[src/asd_pkg.sv]
// Functional notes
// [RULE1] add forms: register, immediate group, accumulator
// [RULE2] add-with-carry forms, immediate extension 010
// [RULE3] subtract forms, immediate extension 101
// [RULE4] subtract-with-borrow forms, immediate extension 011
// [RULE5] 37h is unpacked add adjust, one byte
// [RULE6] 27h is packed add adjust, one byte
// [RULE7] 3fh is unpacked subtract adjust, one byte
// [RULE8] 2fh is packed subtract adjust, one byte
// [RULE9] f6/f7 extension 100/101: unsigned/signed multiply
// [RULE10] f6/f7 extension 110/111: unsigned/signed divide
// [RULE11] d4h then 0ah: multiply adjust, two bytes
// [RULE12] d5h then 0ah: divide adjust, two bytes
// [RULE13] 98h byte-to-word, 99h word-to-dword extend
// [RULE14] f6/f7 extension 000 test, 010 invert, 011 negate
// [RULE15] d0-d3 shift group selected by extension
// [RULE16] and forms; accumulator immediate takes w bytes
// [RULE17] a8/a9 test accumulator with immediate data
// [RULE18] block move and repeat prefix with z bit
// [RULE19] string compare and string scan opcodes
// [RULE20] string load and string store opcodes
// [RULE21] width bit one means word operation
// [RULE22] mod 11: register operand, no displacement
// [RULE23] mod 01: one displacement byte, sign extended
// [RULE24] near, far and indirect subroutine calls
// [RULE25] register and register-or-memory increment, decrement
package asd_pkg;
	typedef enum logic [5:0] {
		add_op, or_op, add_carry_op, subtract_with_borrow_op,
		and_op, sub_op, xor_op, compare_op,
		test_op, inc_op, dec_op, negate_op, invert_op,
		multiply_op, signed_multiply_op, divide_op, signed_divide_op,
		rotate_left_op, rotate_right_op, carry_rotate_left_op, carry_rotate_right_op,
		shift_left_op, logic_right_shift_op, arith_right_shift_op,
		unpacked_add_adjust_op, packed_add_adjust_op, unpacked_sub_adjust_op,
		packed_sub_adjust_op, unpacked_mult_adjust_op, unpacked_div_adjust_op,
		byte_to_word_extend_op, word_to_dword_extend_op,
		block_move_op, string_compare_op, string_scan_op, string_load_op, string_store_op,
		near_call_op, far_call_op, near_call_ind_op, far_call_ind_op,
		illegal_op
	} asd_op_e;

	typedef enum logic [3:0] {
		k_single, k_alu_rm, k_imm_grp, k_acc_imm, k_unary_grp, k_shift_grp,
		k_ext_grp, k_adjust2, k_call_near, k_call_far, k_prefix, k_illegal
	} asd_kind_e;

	typedef enum logic [2:0] {
		st_opcode = 3'h0, st_modrm = 3'h1, st_disp_lo = 3'h3, st_disp_hi = 3'h2,
		st_data_lo = 3'h6, st_data_hi = 3'h7, st_seg_lo = 3'h5, st_seg_hi = 3'h4
	} asd_state_e;

	// first-byte patterns, ? marks operand bits
	localparam logic [7:0] OPC_DAA = 8'h27;
	localparam logic [7:0] OPC_DAS = 8'h2f;
	localparam logic [7:0] OPC_AAA = 8'h37;
	localparam logic [7:0] OPC_AAS = 8'h3f;
	localparam logic [7:0] OPC_ALU_RM = 8'b00???0??;
	localparam logic [7:0] OPC_ALU_ACC = 8'b00???10?;
	localparam logic [7:0] OPC_INC_REG = 8'b01000???;
	localparam logic [7:0] OPC_DEC_REG = 8'b01001???;
	localparam logic [7:0] OPC_IMM_GRP = 8'b100000??;
	localparam logic [7:0] OPC_TEST_RM = 8'b1000010?;
	localparam logic [7:0] OPC_CBW = 8'h98;
	localparam logic [7:0] OPC_CWD = 8'h99;
	localparam logic [7:0] OPC_CALL_FAR = 8'h9a;
	localparam logic [7:0] OPC_BLOCK_MOVE_OP = 8'b1010010?;
	localparam logic [7:0] OPC_STRING_COMPARE_OP = 8'b1010011?;
	localparam logic [7:0] OPC_TEST_ACC = 8'b1010100?;
	localparam logic [7:0] OPC_STRING_STORE_OP = 8'b1010101?;
	localparam logic [7:0] OPC_STRING_LOAD_OP = 8'b1010110?;
	localparam logic [7:0] OPC_STRING_SCAN_OP = 8'b1010111?;
	localparam logic [7:0] OPC_SHIFT = 8'b110100??;
	localparam logic [7:0] OPC_AAM = 8'hd4;
	localparam logic [7:0] OPC_AAD = 8'hd5;
	localparam logic [7:0] OPC_CALL_NEAR = 8'he8;
	localparam logic [7:0] OPC_REP = 8'b1111001?;
	localparam logic [7:0] OPC_UNARY = 8'b1111011?;
	localparam logic [7:0] OPC_EXT = 8'b1111111?;
	localparam logic [7:0] ADJ_SECOND_BYTE = 8'h0a;

	// bit positions in the opcode and mod/reg/rm bytes
	localparam int W_BIT = 0;
	localparam int D_BIT = 1;
	localparam int MOD_MSB = 7;
	localparam int MOD_LSB = 6;
	localparam int EXT_MSB = 5;
	localparam int EXT_LSB = 3;
	localparam int RM_MSB = 2;
	localparam int RM_LSB = 0;
	localparam logic [1:0] MOD_NO_DISP = 2'h0;
	localparam logic [1:0] MOD_DISP8 = 2'h1;
	localparam logic [1:0] MOD_DISP16 = 2'h2;
	localparam logic [1:0] MOD_REG = 2'h3;
	localparam logic [2:0] RM_DIRECT = 3'h6;
	localparam logic [2:0] EXT_TEST = 3'h0;
	localparam logic [1:0] CNT_NONE = 2'h0;
	localparam logic [1:0] CNT_ONE = 2'h1;
	localparam logic [1:0] CNT_TWO = 2'h2;
	localparam logic [15:0] FIELD_RST = 16'h0000;

	function automatic asd_op_e alu_op(input logic [2:0] ext);
		case (ext)
			3'h0: alu_op = add_op;
			3'h1: alu_op = or_op;
			3'h2: alu_op = add_carry_op;
			3'h3: alu_op = subtract_with_borrow_op;
			3'h4: alu_op = and_op;
			3'h5: alu_op = sub_op;
			3'h6: alu_op = xor_op;
			default: alu_op = compare_op;
		endcase
	endfunction : alu_op
endpackage : asd_pkg
[src/asd_cls_if.sv]
`timescale 1ns/1ps
interface asd_cls_if;
	logic [7:0] opc;
	asd_pkg::asd_kind_e kind;
	asd_pkg::asd_op_e op;
	logic w;
	logic z;

	modport cls (input opc, output kind, output op, output w, output z);
	modport user (output opc, input kind, input op, input w, input z);
endinterface : asd_cls_if

[src/asd_first_byte.sv]
`timescale 1ns/1ps
// classifies the first byte alone; operand bytes are resolved by the sequencer
module asd_first_byte (
	asd_cls_if.cls cls
);
	assign cls.w = cls.opc[asd_pkg::W_BIT]; // [RULE21]
	assign cls.z = cls.opc[asd_pkg::W_BIT]; // [RULE18]

	always_comb begin
		cls.kind = asd_pkg::k_single;
		cls.op = asd_pkg::illegal_op;
		casez (cls.opc)
			asd_pkg::OPC_AAA: cls.op = asd_pkg::unpacked_add_adjust_op; // [RULE5]
			asd_pkg::OPC_DAA: cls.op = asd_pkg::packed_add_adjust_op; // [RULE6]
			asd_pkg::OPC_AAS: cls.op = asd_pkg::unpacked_sub_adjust_op; // [RULE7]
			asd_pkg::OPC_DAS: cls.op = asd_pkg::packed_sub_adjust_op; // [RULE8]
			asd_pkg::OPC_ALU_RM: begin // [RULE1] [RULE2] [RULE3] [RULE4] [RULE16]
				cls.kind = asd_pkg::k_alu_rm;
				cls.op = asd_pkg::alu_op(cls.opc[asd_pkg::EXT_MSB:asd_pkg::EXT_LSB]);
			end
			asd_pkg::OPC_ALU_ACC: begin // [RULE1] [RULE2] [RULE3] [RULE4] [RULE16]
				cls.kind = asd_pkg::k_acc_imm;
				cls.op = asd_pkg::alu_op(cls.opc[asd_pkg::EXT_MSB:asd_pkg::EXT_LSB]);
			end
			asd_pkg::OPC_INC_REG: cls.op = asd_pkg::inc_op; // [RULE25]
			asd_pkg::OPC_DEC_REG: cls.op = asd_pkg::dec_op; // [RULE25]
			asd_pkg::OPC_IMM_GRP: cls.kind = asd_pkg::k_imm_grp; // [RULE1]
			asd_pkg::OPC_TEST_RM: begin
				cls.kind = asd_pkg::k_alu_rm;
				cls.op = asd_pkg::test_op;
			end
			asd_pkg::OPC_CBW: cls.op = asd_pkg::byte_to_word_extend_op; // [RULE13]
			asd_pkg::OPC_CWD: cls.op = asd_pkg::word_to_dword_extend_op; // [RULE13]
			asd_pkg::OPC_CALL_FAR: begin // [RULE24]
				cls.kind = asd_pkg::k_call_far;
				cls.op = asd_pkg::far_call_op;
			end
			asd_pkg::OPC_BLOCK_MOVE_OP: cls.op = asd_pkg::block_move_op; // [RULE18]
			asd_pkg::OPC_STRING_COMPARE_OP: cls.op = asd_pkg::string_compare_op; // [RULE19]
			asd_pkg::OPC_STRING_SCAN_OP: cls.op = asd_pkg::string_scan_op; // [RULE19]
			asd_pkg::OPC_STRING_LOAD_OP: cls.op = asd_pkg::string_load_op; // [RULE20]
			asd_pkg::OPC_STRING_STORE_OP: cls.op = asd_pkg::string_store_op; // [RULE20]
			asd_pkg::OPC_TEST_ACC: begin // [RULE17]
				cls.kind = asd_pkg::k_acc_imm;
				cls.op = asd_pkg::test_op;
			end
			asd_pkg::OPC_SHIFT: cls.kind = asd_pkg::k_shift_grp; // [RULE15]
			asd_pkg::OPC_AAM: begin // [RULE11]
				cls.kind = asd_pkg::k_adjust2;
				cls.op = asd_pkg::unpacked_mult_adjust_op;
			end
			asd_pkg::OPC_AAD: begin // [RULE12]
				cls.kind = asd_pkg::k_adjust2;
				cls.op = asd_pkg::unpacked_div_adjust_op;
			end
			asd_pkg::OPC_CALL_NEAR: begin // [RULE24]
				cls.kind = asd_pkg::k_call_near;
				cls.op = asd_pkg::near_call_op;
			end
			asd_pkg::OPC_REP: cls.kind = asd_pkg::k_prefix; // [RULE18]
			asd_pkg::OPC_UNARY: cls.kind = asd_pkg::k_unary_grp;
			asd_pkg::OPC_EXT: cls.kind = asd_pkg::k_ext_grp; // [RULE25]
			default: cls.kind = asd_pkg::k_illegal;
		endcase
	end
endmodule : asd_first_byte

[src/asd_opcode_decoder.sv]
`timescale 1ns/1ps
module asd_opcode_decoder (
	input wire logic sys_clk_i,
	input wire logic arst_n_i,
	input wire logic flush_i,
	input wire logic in_valid_i,
	input wire logic [7:0] in_byte_i,
	output logic in_ready_o,
	output logic out_valid_o,
	input wire logic out_ready_i,
	output asd_pkg::asd_op_e op_o,
	output logic word_o,
	output logic dir_o,
	output logic sign_ext_o,
	output logic count_cl_o,
	output logic [1:0] mod_o,
	output logic [2:0] reg_o,
	output logic [2:0] rm_o,
	output logic rm_is_reg_o,
	output logic [15:0] disp_o,
	output logic [15:0] imm_o,
	output logic [15:0] seg_o,
	output logic rep_o,
	output logic rep_z_o
);
	asd_cls_if cls_bus ();

	asd_first_byte u_first (
		.cls(cls_bus)
	);

	asd_pkg::asd_state_e st_q, st_d;
	asd_pkg::asd_kind_e kind_q, kind_d;
	asd_pkg::asd_op_e op_q, op_d;
	logic w_q, w_d, d_q, d_d, s_q, s_d, v_q, v_d;
	logic [7:0] modrm_q, modrm_d;
	logic [15:0] disp_q, disp_d, imm_q, imm_d, seg_q, seg_d;
	logic [1:0] disp_n_q, disp_n_d, imm_n_q, imm_n_d;
	logic rep_pend_q, rep_pend_d, rep_zp_q, rep_zp_d, rep_q, rep_d, rep_z_q, rep_z_d;
	logic out_valid_q, out_valid_d;
	logic done;

	wire accept = in_valid_i && in_ready_o;
	wire [1:0] mod_in = in_byte_i[asd_pkg::MOD_MSB:asd_pkg::MOD_LSB];
	wire [2:0] rm_in = in_byte_i[asd_pkg::RM_MSB:asd_pkg::RM_LSB];
	wire [2:0] ext_in = in_byte_i[asd_pkg::EXT_MSB:asd_pkg::EXT_LSB];
	wire [7:0] sext_hi = {8{in_byte_i[7]}};

	assign cls_bus.opc = in_byte_i;
	// a stalled result blocks the queue; the byte in flight is never dropped
	assign in_ready_o = !out_valid_q || out_ready_i;

	// displacement length from mod and rm of the incoming mod/reg/rm byte
	wire disp_two = (mod_in == asd_pkg::MOD_DISP16) ||
		(mod_in == asd_pkg::MOD_NO_DISP && rm_in == asd_pkg::RM_DIRECT);
	wire [1:0] disp_need = (mod_in == asd_pkg::MOD_DISP8) ? asd_pkg::CNT_ONE : // [RULE23]
		disp_two ? asd_pkg::CNT_TWO : asd_pkg::CNT_NONE; // [RULE22]

	// operation chosen by the extension field for the grouped opcodes
	logic grp_op_ok;
	asd_pkg::asd_op_e unary_op, shift_op, ext_op, grp_op;
	always_comb begin
		case (ext_in) // [RULE9] [RULE10] [RULE14]
			3'h0: unary_op = asd_pkg::test_op;
			3'h2: unary_op = asd_pkg::invert_op;
			3'h3: unary_op = asd_pkg::negate_op;
			3'h4: unary_op = asd_pkg::multiply_op;
			3'h5: unary_op = asd_pkg::signed_multiply_op;
			3'h6: unary_op = asd_pkg::divide_op;
			3'h7: unary_op = asd_pkg::signed_divide_op;
			default: unary_op = asd_pkg::illegal_op;
		endcase
	end
	always_comb begin
		case (ext_in) // [RULE15]
			3'h0: shift_op = asd_pkg::rotate_left_op;
			3'h1: shift_op = asd_pkg::rotate_right_op;
			3'h2: shift_op = asd_pkg::carry_rotate_left_op;
			3'h3: shift_op = asd_pkg::carry_rotate_right_op;
			3'h4: shift_op = asd_pkg::shift_left_op;
			3'h5: shift_op = asd_pkg::logic_right_shift_op;
			3'h7: shift_op = asd_pkg::arith_right_shift_op;
			default: shift_op = asd_pkg::illegal_op;
		endcase
	end
	// indirect calls exist only in the word form of the inc/dec group
	always_comb begin
		case (ext_in) // [RULE24] [RULE25]
			3'h0: ext_op = asd_pkg::inc_op;
			3'h1: ext_op = asd_pkg::dec_op;
			3'h2: ext_op = w_q ? asd_pkg::near_call_ind_op : asd_pkg::illegal_op;
			3'h3: ext_op = w_q ? asd_pkg::far_call_ind_op : asd_pkg::illegal_op;
			default: ext_op = asd_pkg::illegal_op;
		endcase
	end
	assign grp_op_ok = (kind_q == asd_pkg::k_imm_grp);
	assign grp_op = grp_op_ok ? asd_pkg::alu_op(ext_in) : // [RULE1] [RULE2] [RULE3] [RULE4] [RULE16]
		(kind_q == asd_pkg::k_unary_grp) ? unary_op :
		(kind_q == asd_pkg::k_shift_grp) ? shift_op :
		(kind_q == asd_pkg::k_ext_grp) ? ext_op : op_q;

	// immediate bytes following the mod/reg/rm byte
	wire imm_grp_two = ({s_q, w_q} == 2'b01);
	wire unary_test = (kind_q == asd_pkg::k_unary_grp) && (ext_in == asd_pkg::EXT_TEST);
	wire [1:0] w_count = w_q ? asd_pkg::CNT_TWO : asd_pkg::CNT_ONE;
	wire [1:0] grp_imm = grp_op_ok ? (imm_grp_two ? asd_pkg::CNT_TWO : asd_pkg::CNT_ONE) : // [RULE1]
		unary_test ? w_count : asd_pkg::CNT_NONE; // [RULE14]
	wire [1:0] acc_count = cls_bus.w ? asd_pkg::CNT_TWO : asd_pkg::CNT_ONE; // [RULE16] [RULE17]
	wire after_disp_data = (imm_n_q != asd_pkg::CNT_NONE);
	wire imm_sext = s_q && grp_op_ok;

	always_comb begin
		st_d = st_q;
		kind_d = kind_q;
		op_d = op_q;
		w_d = w_q;
		d_d = d_q;
		s_d = s_q;
		v_d = v_q;
		modrm_d = modrm_q;
		disp_d = disp_q;
		imm_d = imm_q;
		seg_d = seg_q;
		disp_n_d = disp_n_q;
		imm_n_d = imm_n_q;
		rep_pend_d = rep_pend_q;
		rep_zp_d = rep_zp_q;
		rep_d = rep_q;
		rep_z_d = rep_z_q;
		done = 1'b0;
		if (accept) begin
			case (st_q)
				asd_pkg::st_opcode: begin
					if (cls_bus.kind == asd_pkg::k_prefix) begin
						rep_pend_d = 1'b1; // [RULE18]
						rep_zp_d = cls_bus.z; // [RULE18]
					end else begin
						kind_d = cls_bus.kind;
						op_d = cls_bus.op;
						w_d = cls_bus.w; // [RULE21]
						d_d = in_byte_i[asd_pkg::D_BIT];
						s_d = in_byte_i[asd_pkg::D_BIT];
						v_d = in_byte_i[asd_pkg::D_BIT];
						// one-byte register forms report their register as a mod 11 operand
						modrm_d = {asd_pkg::MOD_REG, 3'h0, rm_in}; // [RULE25]
						disp_d = asd_pkg::FIELD_RST;
						imm_d = asd_pkg::FIELD_RST;
						seg_d = asd_pkg::FIELD_RST;
						disp_n_d = asd_pkg::CNT_NONE;
						imm_n_d = asd_pkg::CNT_NONE;
						rep_d = rep_pend_q; // [RULE18]
						// a z bit left over from an earlier prefix must not leak
						rep_z_d = rep_pend_q && rep_zp_q; // [RULE18]
						rep_pend_d = 1'b0;
						case (cls_bus.kind)
							asd_pkg::k_alu_rm, asd_pkg::k_imm_grp, asd_pkg::k_unary_grp,
							asd_pkg::k_shift_grp, asd_pkg::k_ext_grp: st_d = asd_pkg::st_modrm;
							asd_pkg::k_acc_imm: begin
								imm_n_d = acc_count; // [RULE16] [RULE17]
								st_d = asd_pkg::st_data_lo;
							end
							asd_pkg::k_adjust2: begin
								imm_n_d = asd_pkg::CNT_ONE; // [RULE11] [RULE12]
								st_d = asd_pkg::st_data_lo;
							end
							asd_pkg::k_call_near: begin
								disp_n_d = asd_pkg::CNT_TWO; // [RULE24]
								st_d = asd_pkg::st_disp_lo;
							end
							asd_pkg::k_call_far: begin
								imm_n_d = asd_pkg::CNT_TWO; // [RULE24]
								st_d = asd_pkg::st_data_lo;
							end
							default: done = 1'b1; // [RULE5] [RULE6] [RULE7] [RULE8] [RULE13]
						endcase
					end
				end
				asd_pkg::st_modrm: begin
					modrm_d = in_byte_i;
					op_d = grp_op;
					disp_n_d = disp_need;
					imm_n_d = grp_imm;
					if (disp_need != asd_pkg::CNT_NONE) begin
						st_d = asd_pkg::st_disp_lo;
					end else if (grp_imm != asd_pkg::CNT_NONE) begin
						st_d = asd_pkg::st_data_lo; // [RULE22]
					end else begin
						done = 1'b1;
					end
				end
				asd_pkg::st_disp_lo: begin
					if (disp_n_q == asd_pkg::CNT_ONE) begin
						disp_d = {sext_hi, in_byte_i}; // [RULE23]
						st_d = after_disp_data ? asd_pkg::st_data_lo : asd_pkg::st_opcode;
						done = !after_disp_data;
					end else begin
						disp_d = {8'h00, in_byte_i};
						st_d = asd_pkg::st_disp_hi;
					end
				end
				asd_pkg::st_disp_hi: begin
					disp_d = {in_byte_i, disp_q[7:0]};
					st_d = after_disp_data ? asd_pkg::st_data_lo : asd_pkg::st_opcode;
					done = !after_disp_data;
				end
				asd_pkg::st_data_lo: begin
					imm_d = {imm_sext ? sext_hi : 8'h00, in_byte_i};
					// a wrong fixed second byte turns the adjust into an illegal opcode
					if (kind_q == asd_pkg::k_adjust2 && in_byte_i != asd_pkg::ADJ_SECOND_BYTE) begin
						op_d = asd_pkg::illegal_op; // [RULE11] [RULE12]
					end
					if (imm_n_q == asd_pkg::CNT_ONE) begin
						done = 1'b1;
					end else begin
						st_d = asd_pkg::st_data_hi;
					end
				end
				asd_pkg::st_data_hi: begin
					imm_d = {in_byte_i, imm_q[7:0]};
					if (kind_q == asd_pkg::k_call_far) begin
						st_d = asd_pkg::st_seg_lo; // [RULE24]
					end else begin
						done = 1'b1;
					end
				end
				asd_pkg::st_seg_lo: begin
					seg_d = {8'h00, in_byte_i};
					st_d = asd_pkg::st_seg_hi;
				end
				asd_pkg::st_seg_hi: begin
					seg_d = {in_byte_i, seg_q[7:0]};
					done = 1'b1;
				end
				default: st_d = asd_pkg::st_opcode;
			endcase
		end
		if (done) begin
			st_d = asd_pkg::st_opcode;
		end
		out_valid_d = done || (out_valid_q && !out_ready_i);
		// a queue flush abandons the partial instruction and any pending prefix
		if (flush_i) begin
			st_d = asd_pkg::st_opcode;
			rep_pend_d = 1'b0;
			out_valid_d = 1'b0;
		end
	end

	always_ff @(posedge sys_clk_i or negedge arst_n_i) begin
		if (!arst_n_i) begin
			st_q <= asd_pkg::st_opcode;
			kind_q <= asd_pkg::k_illegal;
			op_q <= asd_pkg::illegal_op;
			{w_q, d_q, s_q, v_q} <= 4'h0;
			modrm_q <= 8'h00;
			disp_q <= asd_pkg::FIELD_RST;
			imm_q <= asd_pkg::FIELD_RST;
			seg_q <= asd_pkg::FIELD_RST;
			disp_n_q <= asd_pkg::CNT_NONE;
			imm_n_q <= asd_pkg::CNT_NONE;
			{rep_pend_q, rep_zp_q, rep_q, rep_z_q} <= 4'h0;
			out_valid_q <= 1'b0;
		end else begin
			st_q <= st_d;
			kind_q <= kind_d;
			op_q <= op_d;
			{w_q, d_q, s_q, v_q} <= {w_d, d_d, s_d, v_d};
			modrm_q <= modrm_d;
			disp_q <= disp_d;
			imm_q <= imm_d;
			seg_q <= seg_d;
			disp_n_q <= disp_n_d;
			imm_n_q <= imm_n_d;
			{rep_pend_q, rep_zp_q, rep_q, rep_z_q} <= {rep_pend_d, rep_zp_d, rep_d, rep_z_d};
			out_valid_q <= out_valid_d;
		end
	end

	assign out_valid_o = out_valid_q;
	assign op_o = op_q;
	assign word_o = w_q;
	assign dir_o = d_q;
	assign sign_ext_o = s_q;
	assign count_cl_o = v_q;
	assign mod_o = modrm_q[asd_pkg::MOD_MSB:asd_pkg::MOD_LSB];
	assign reg_o = modrm_q[asd_pkg::EXT_MSB:asd_pkg::EXT_LSB];
	assign rm_o = modrm_q[asd_pkg::RM_MSB:asd_pkg::RM_LSB];
	assign rm_is_reg_o = (mod_o == asd_pkg::MOD_REG); // [RULE22]
	assign disp_o = disp_q;
	assign imm_o = imm_q;
	assign seg_o = seg_q;
	assign rep_o = rep_q;
	assign rep_z_o = rep_z_q;

	wire first_acc = accept && (st_q == asd_pkg::st_opcode) && !flush_i;
endmodule : asd_opcode_decoder

[config.mk]
export PLATFORM = sky130hd
export DESIGN_NAME = asd_opcode_decoder
export DESIGN_NICKNAME = d
export VERILOG_FILES = /design/src/asd_pkg.sv /design/src/asd_cls_if.sv /design/src/asd_first_byte.sv /design/src/asd_opcode_decoder.sv
export SDC_FILE = /design/constraint.sdc
export NUM_CORES = 1
export LEC_CHECK = 0
export ABC_AREA = 1
export ABC_CLOCK_PERIOD_IN_PS = 2400
export BUFFER_PORTS_ARGS = -buffer_cell sky130_fd_sc_hd__buf_4
export CELL_PAD_IN_SITES_DETAIL_PLACEMENT = 1
export CELL_PAD_IN_SITES_GLOBAL_PLACEMENT = 2
export CORE_AREA = 2 2 122 124
export CTS_CLUSTER_DIAMETER = 30
export DETAILED_ROUTE_END_ITERATION = 16
export DIE_AREA = 0 0 124 126
export PLACE_DENSITY = 0.88
export SYNTH_ARGS = -nofsm -noshare
export SYNTH_HDL_FRONTEND = slang
export SYNTH_SLANG_ARGS = --single-unit
export TNS_END_PERCENT = 1
[constraint.sdc]
create_clock -name sys_clk_i -period 2.4 [get_ports sys_clk_i]
set_input_delay 0.24 -clock sys_clk_i [delete_from_list [all_inputs] [get_ports sys_clk_i]]
set_output_delay 0.24 -clock sys_clk_i [all_outputs]
set_load 0.03 [all_outputs]
[After elaboration in Yosys (flattened, before gate mapping)]
Index checks and enable logic that the tools add are counted.
Word-level totals
  output and inout bits: 71
  memories kept: 0
  RAM bits: 0
  input bits: 13
  latch bits: 0
  word-level logic and storage cells: 209
  bits in read-only memories: 0
  bits in registers: 80
Operators by class
  reduce and logical (&&, ||, !) cells: 53
  div/mod/pow operators: 0
  equality and inequality tests: 71
  bitwise gates (word level): 4
  shift operators: 0
  add/sub/neg operators: 0
  multipliers: 0
  muxes and demuxes: 62
  magnitude comparators: 0
Operators with widths (count)
  $pmux W16 S3: 3
  $pmux W6 S19: 1
  $pmux W6 S7: 2
  $eq A7 B7 Y1 const B: 10
  $eq A8 B8 Y1 const B: 6
  $pmux W4 S11: 1
  $pmux W3 S7: 2
  $mux W6: 6
  $eq A4 B3 Y1 const B: 8
  $eq A8 B6 Y1 const B: 4
  $mux W16: 2
  $mux W3: 10
  $eq A3 B3 Y1 const B: 9
  $pmux W6 S4: 1
  $mux W2: 10
  $pmux W6 S3: 1
  $reduce_and A3 Y1: 6
  $reduce_bool A2 Y1: 9
  $eq A4 B2 Y1 const B: 4
  $eq A4 B4 Y1 const B: 4
  $mux W8: 2
  $pmux W8 S2: 1
  $reduce_bool A3 Y1: 5
  $mux W1: 14
  other kinds (33): 69

[Depth between registers and ports, before layout]
  depth after elaboration: 11
  mapped depth: 14
  depth with buffers taken out: 13

[Modules after synthesis]
A second synthesis with hierarchy kept.
Unflattened totals
  cells, all modules: 726
  area total of the unflattened synthesis: 5027.3 um2
Modules (own cells, without submodules)
  asd_opcode_decoder: sequential area each 2009.4 um2, times used 1, cells an instance 569, area an instance 4346.7 um2
  asd_first_byte: sequential area each 0.0 um2, times used 1, cells an instance 157, area an instance 680.7 um2

[Worst setup path before layout]
No wires, ideal clock.
  kind: reg2reg
  from: register out_valid_q (netlist: out_valid_o)
  to: register disp_q[7] (netlist: disp_o[7])
  period minus slack after synthesis: 1.817 ns
  stages on the path, launching flop included: 8
  buffers on the path: 1
  data arrival time: 1.692 ns
  required time: 2.275 ns
  slack: 0.583 ns
  cells stage by stage: dfrtp_1 -> nand2_1 -> nand2_1 -> inv_1 -> nand2_4 -> buf_6 -> nor2_4 -> mux2_4
Between the ends
  cells in the longest elaborated chain, start to end: 4
Ends and longest elaborated chain
  start: declaration: RTL line asd_opcode_decoder.sv:40  | logic out_valid_q, out_valid_d;
  start signal: assignment: RTL line asd_opcode_decoder.sv:275  | out_valid_q <= out_valid_d;
  $logic_not A1 Y1: RTL line asd_opcode_decoder.sv:51  | assign in_ready_o = !out_valid_q || out_ready_i;
  $logic_or A1 B1 Y1: RTL line asd_opcode_decoder.sv:51
  named net in_ready_o: RTL line asd_opcode_decoder.sv:8  | output logic in_ready_o,
  $logic_and A1 B1 Y1: RTL line asd_opcode_decoder.sv:43  | wire accept = in_valid_i && in_ready_o;
  $reduce_and A4 Y1 (no line)
  end signal: assignment: RTL line asd_opcode_decoder.sv:256  | disp_q <= asd_pkg::FIELD_RST;
  end signal: assignment: RTL line asd_opcode_decoder.sv:269  | disp_q <= disp_d;
  end: declaration: RTL line asd_opcode_decoder.sv:37  | logic [15:0] disp_q, disp_d, imm_q, imm_d, seg_q, seg_d;
The timed path passes the listed nets, and every way through them passes these cells.
A chain may end at the register's enable or synchronous reset.

[Worst setup path after layout]
  from: register st_q[1]
  to: register st_q[0]
Between the ends
  cells in the longest elaborated chain, start to end: 5
Ends and longest elaborated chain
  start: declaration: RTL line asd_opcode_decoder.sv:32  | asd_pkg::asd_state_e st_q, st_d;
  start signal: assignment: RTL line asd_opcode_decoder.sv:251  | st_q <= asd_pkg::st_opcode;
  start signal: assignment: RTL line asd_opcode_decoder.sv:264  | st_q <= st_d;
  $eq A3 B3 Y1, or another cell as far along: RTL line asd_opcode_decoder.sv:132  | case (st_q)
  $pmux W1 S7 or $pmux W3 S7 (tied branches): RTL line asd_opcode_decoder.sv:132
  $mux W1 or $mux W3 (tied branches): RTL line asd_opcode_decoder.sv:131  | if (accept) begin
  $ne A6 B4 Y1 (no line), or another cell as far along
  $reduce_and A7 Y1 (no line) or $mux W3 (tied branches)
Several ways; a longest one is shown, not always the timed one. The select of a mux whose other input is x is not followed.

==> results.toml <==
[run_status]
outcome = "complete, no violations"

[yosys]
ys_seq_area_share_pct = 42.4
synth-edff-count = 0
synth-async-reset-ratio_pct = 100
synth_most_common_cell = "nand2_1"
yosys.area.top_type = "dfrtp_1"
ys_types = 40
ys.warnings.count = 0
syn_area_um2 = 4740
synthCells = 636
yosysTopAreaCellShare_pct = 39.1
ys.flop_type = "dfrtp_1"
ys_top_cells_by_count = "nand2_1 (152), dfrtp_1 (74), nand3_1 (66), nor2_1 (66)"
post_synth.cell_area_avg_um2 = 7.45
synthTopCellsByArea = "dfrtp_1 (39%), nand2_1 (12%), nand3_1 (7.0%)"
synth_nets = 651
ys_ff_latch = 80

[pwr]
intPower_mw = 2.70
p_comb_share_pct = 27.4
peakVddDrop_mv = 0.276
power_mw = 4.23
p_sw_mw = 1.53
seq_power_share_pct = 38.2
power.share.clock_pct = 34.4
sw_frac_of_total_pct = 36.3
leakagePower_nw = 3.02
powerDensity_nw_per_um2 = 724

[worst_setup_path]
startpoint_type = "flop"
cp_top_family = "simple AND/OR/NAND/NOR gates"
slowest_delay_ns = 0.51
path_max_fanout = 14
slowest_stage = "dfrtp_1"
critPathCaptureType = "flop"
path_common_cell = "nor2_1"
critical_path_buf_inv_count = 3
cp.arrival_ns = 2.32
path_cells = "inv_2 > nor2_1 > nand2_2 > inv_2 > nand3_1 > nand3_1 > nor2_1 > nand3_2 > nand2_1 > nand2_1 > inv_1 > nor2_1"
required_ns = 2.68
path_class = "reg -> reg"

[clocking]
htreeDepth = 3
clock-sinks = 80
cts_resized = 0
clock_latency_ns = 0.35
cts_root_buffer = "clkbuf_16"
hold_buffers = 1
post_cts_buffers = 0
clkSlewWorstSetupHoldPaths_ns = 0.07
cts_tree = "yes"
cts_buffers = 9
clock_path_buffers = 2

[floorplan]
initial_core_util_pct = 33.1
fp.dieH_um = 126
num_rows = 44
core_um2 = 14300
io-pin-count = 84
dieArea_um2 = 15600
die_x_um = 124

[routing]
avgRoutedWirePerCell_um = 18.5
ant_nets = 0
drcViolationCount = 0
viasPerCell = 5.24
postRouteWirelength_um = 16700
first_iter_violations = 274
vias = 4757
drtPass1Iterations = 4

[timing]
fin_skew_ns = 0.0115
min_period_ns = 2.04
fmax_mhz = 489
rsz0062_at_grt = "no"
worst_pin_slew_ns = 0.731
hold_viol = 0
finalSetupTns_ns = 0
period_share_pct = 85.2
slew_headroom_pct = 51.3
timing.hold.ws_ns = 0.0400
slew_violations = 0
finalSetupViolCount = 0

[layout]
drive_above_1_share_pct = 22.7
nets = 733
area_growth_pct = 23.3
multiInputGateArea_um2 = 2290
ff_latch_area_um2 = 2010
diodes = 0
n_fill_cell = 1789

[flow_run]
cap_violations = 0

[global_routing]
grt_overflow_total = 0
grt_antenna_before_repair = 0
grt_use_total_pct = 22.3
grt_max_degree = 46
grt_pass1_wl_um = 26900
grt_pass1_vias = 5040

[hold_path]
hold_class = "in -> reg"

[placement]
dp_hpwl_um = 13000
port_buffers = 83
place_congestion = 0.931
-- layout by cell type, fill, tap and decap left out, types with 10 or more instances in the layout --
cell type / instances
inv_1: 52
o21ai_0: 52
dfrtp_1: 74
o21ai_1: 15
nand4_1: 16
nand3_1: 66
inv_2: 10
nor2_1: 66
a21oi_1: 21
nand2_2: 11
buf_4: 93
nand2_1: 152
o21a_1: 10
-- final timing paths --
check	start	endpoint	slack, ns	depth (start not counted)
worst max-delay path	st_q[1]	st_q[0]	0.36	12
worst min-delay path	flush_i	out_valid_o	0.04	2
worst max register to register	st_q[1]	st_q[0]	0.36	12
worst min register to register	rep_o	rep_o	0.48	2
max in group asynchronous	arst_n_i	seg_o[0]	1.31	3
min in group asynchronous	arst_n_i	imm_o[3]	0.47	2
-- power groups by stage --
stage | registers, mW | logic, mW | clock network, mW
global placement | 1.63 | 1.13 | 0
global route | 1.64 | 1.26 | 1.54
finish | 1.62 | 1.16 | 1.45
detailed placement | 1.64 | 1.16 | 0
floorplan | 1.82 | 0.562 | 0
CTS | 1.62 | 1.17 | 1.49
-- sequential cells by signal, indices dropped and copies added (netlist names), 2 cells and up --
signal and cells:
seg_o 16, imm_o 16, modrm_q 8, kind_q 4
op_o 6, disp_o 16, disp_n_q 2, st_q 3
imm_n_q 2
-- worst reg2reg max path, stage by stage (launching register included) --
cell	delay (ns)
dfrtp_1	0.51
inv_2	0.16
nor2_1	0.23
nand2_2	0.12
inv_2	0.25
nand3_1	0.13
nand3_1	0.11
nor2_1	0.10
nand3_2	0.10
nand2_1	0.06
nand2_1	0.07
inv_1	0.04
nor2_1	0.09
-- layout make-up --
class / instances / share of cell area [%]
inverter: 68 / 4.58
timing repair buffer: 95 / 12.5
sequential: 80 / 34.4
clock inverter: 7 / 1.48
tap: 184 / 3.94
clock buffer: 9 / 3.86
multi-input combinational: 464 / 39.3
-- logic make-up (layout without fill, tap and decap cells) --
family                   Yosys count  count (layout)  synth area share (%)
buffers and inverters             92             179                  9.17
AO/OA/AOI/OAI                    122             122                  14.8
multiplexers                       1               1                 0.317
AND/OR/NAND/NOR                  339             339                  32.8
adder cells (fa/ha/maj)            2               2                 0.528
flip-flops                        80              80                  42.4
-- layer usage --
layer	track usage, %	vias to the layer above	routed length, µm
met2	36.6	95	7920
met1	31.1	2370	8000
li1	-	2277	-
met5	0	-	0
met4	6.35	0	240
met3	2.58	15	570
-- stage by stage --
stage	utilization (%)	cells	area [µm²]	setup slack, ns
final	40.8	907	5840	0.355
after global routing	40.8	907	5840	0.137
after CTS	40.8	907	5840	0.298
after detailed placement	38.6	890	5520	0.360
after global placement	38.6	890	5520	0.320
after floorplan	-	636	4740	0.583
Power figures use the tool's default switching activity.
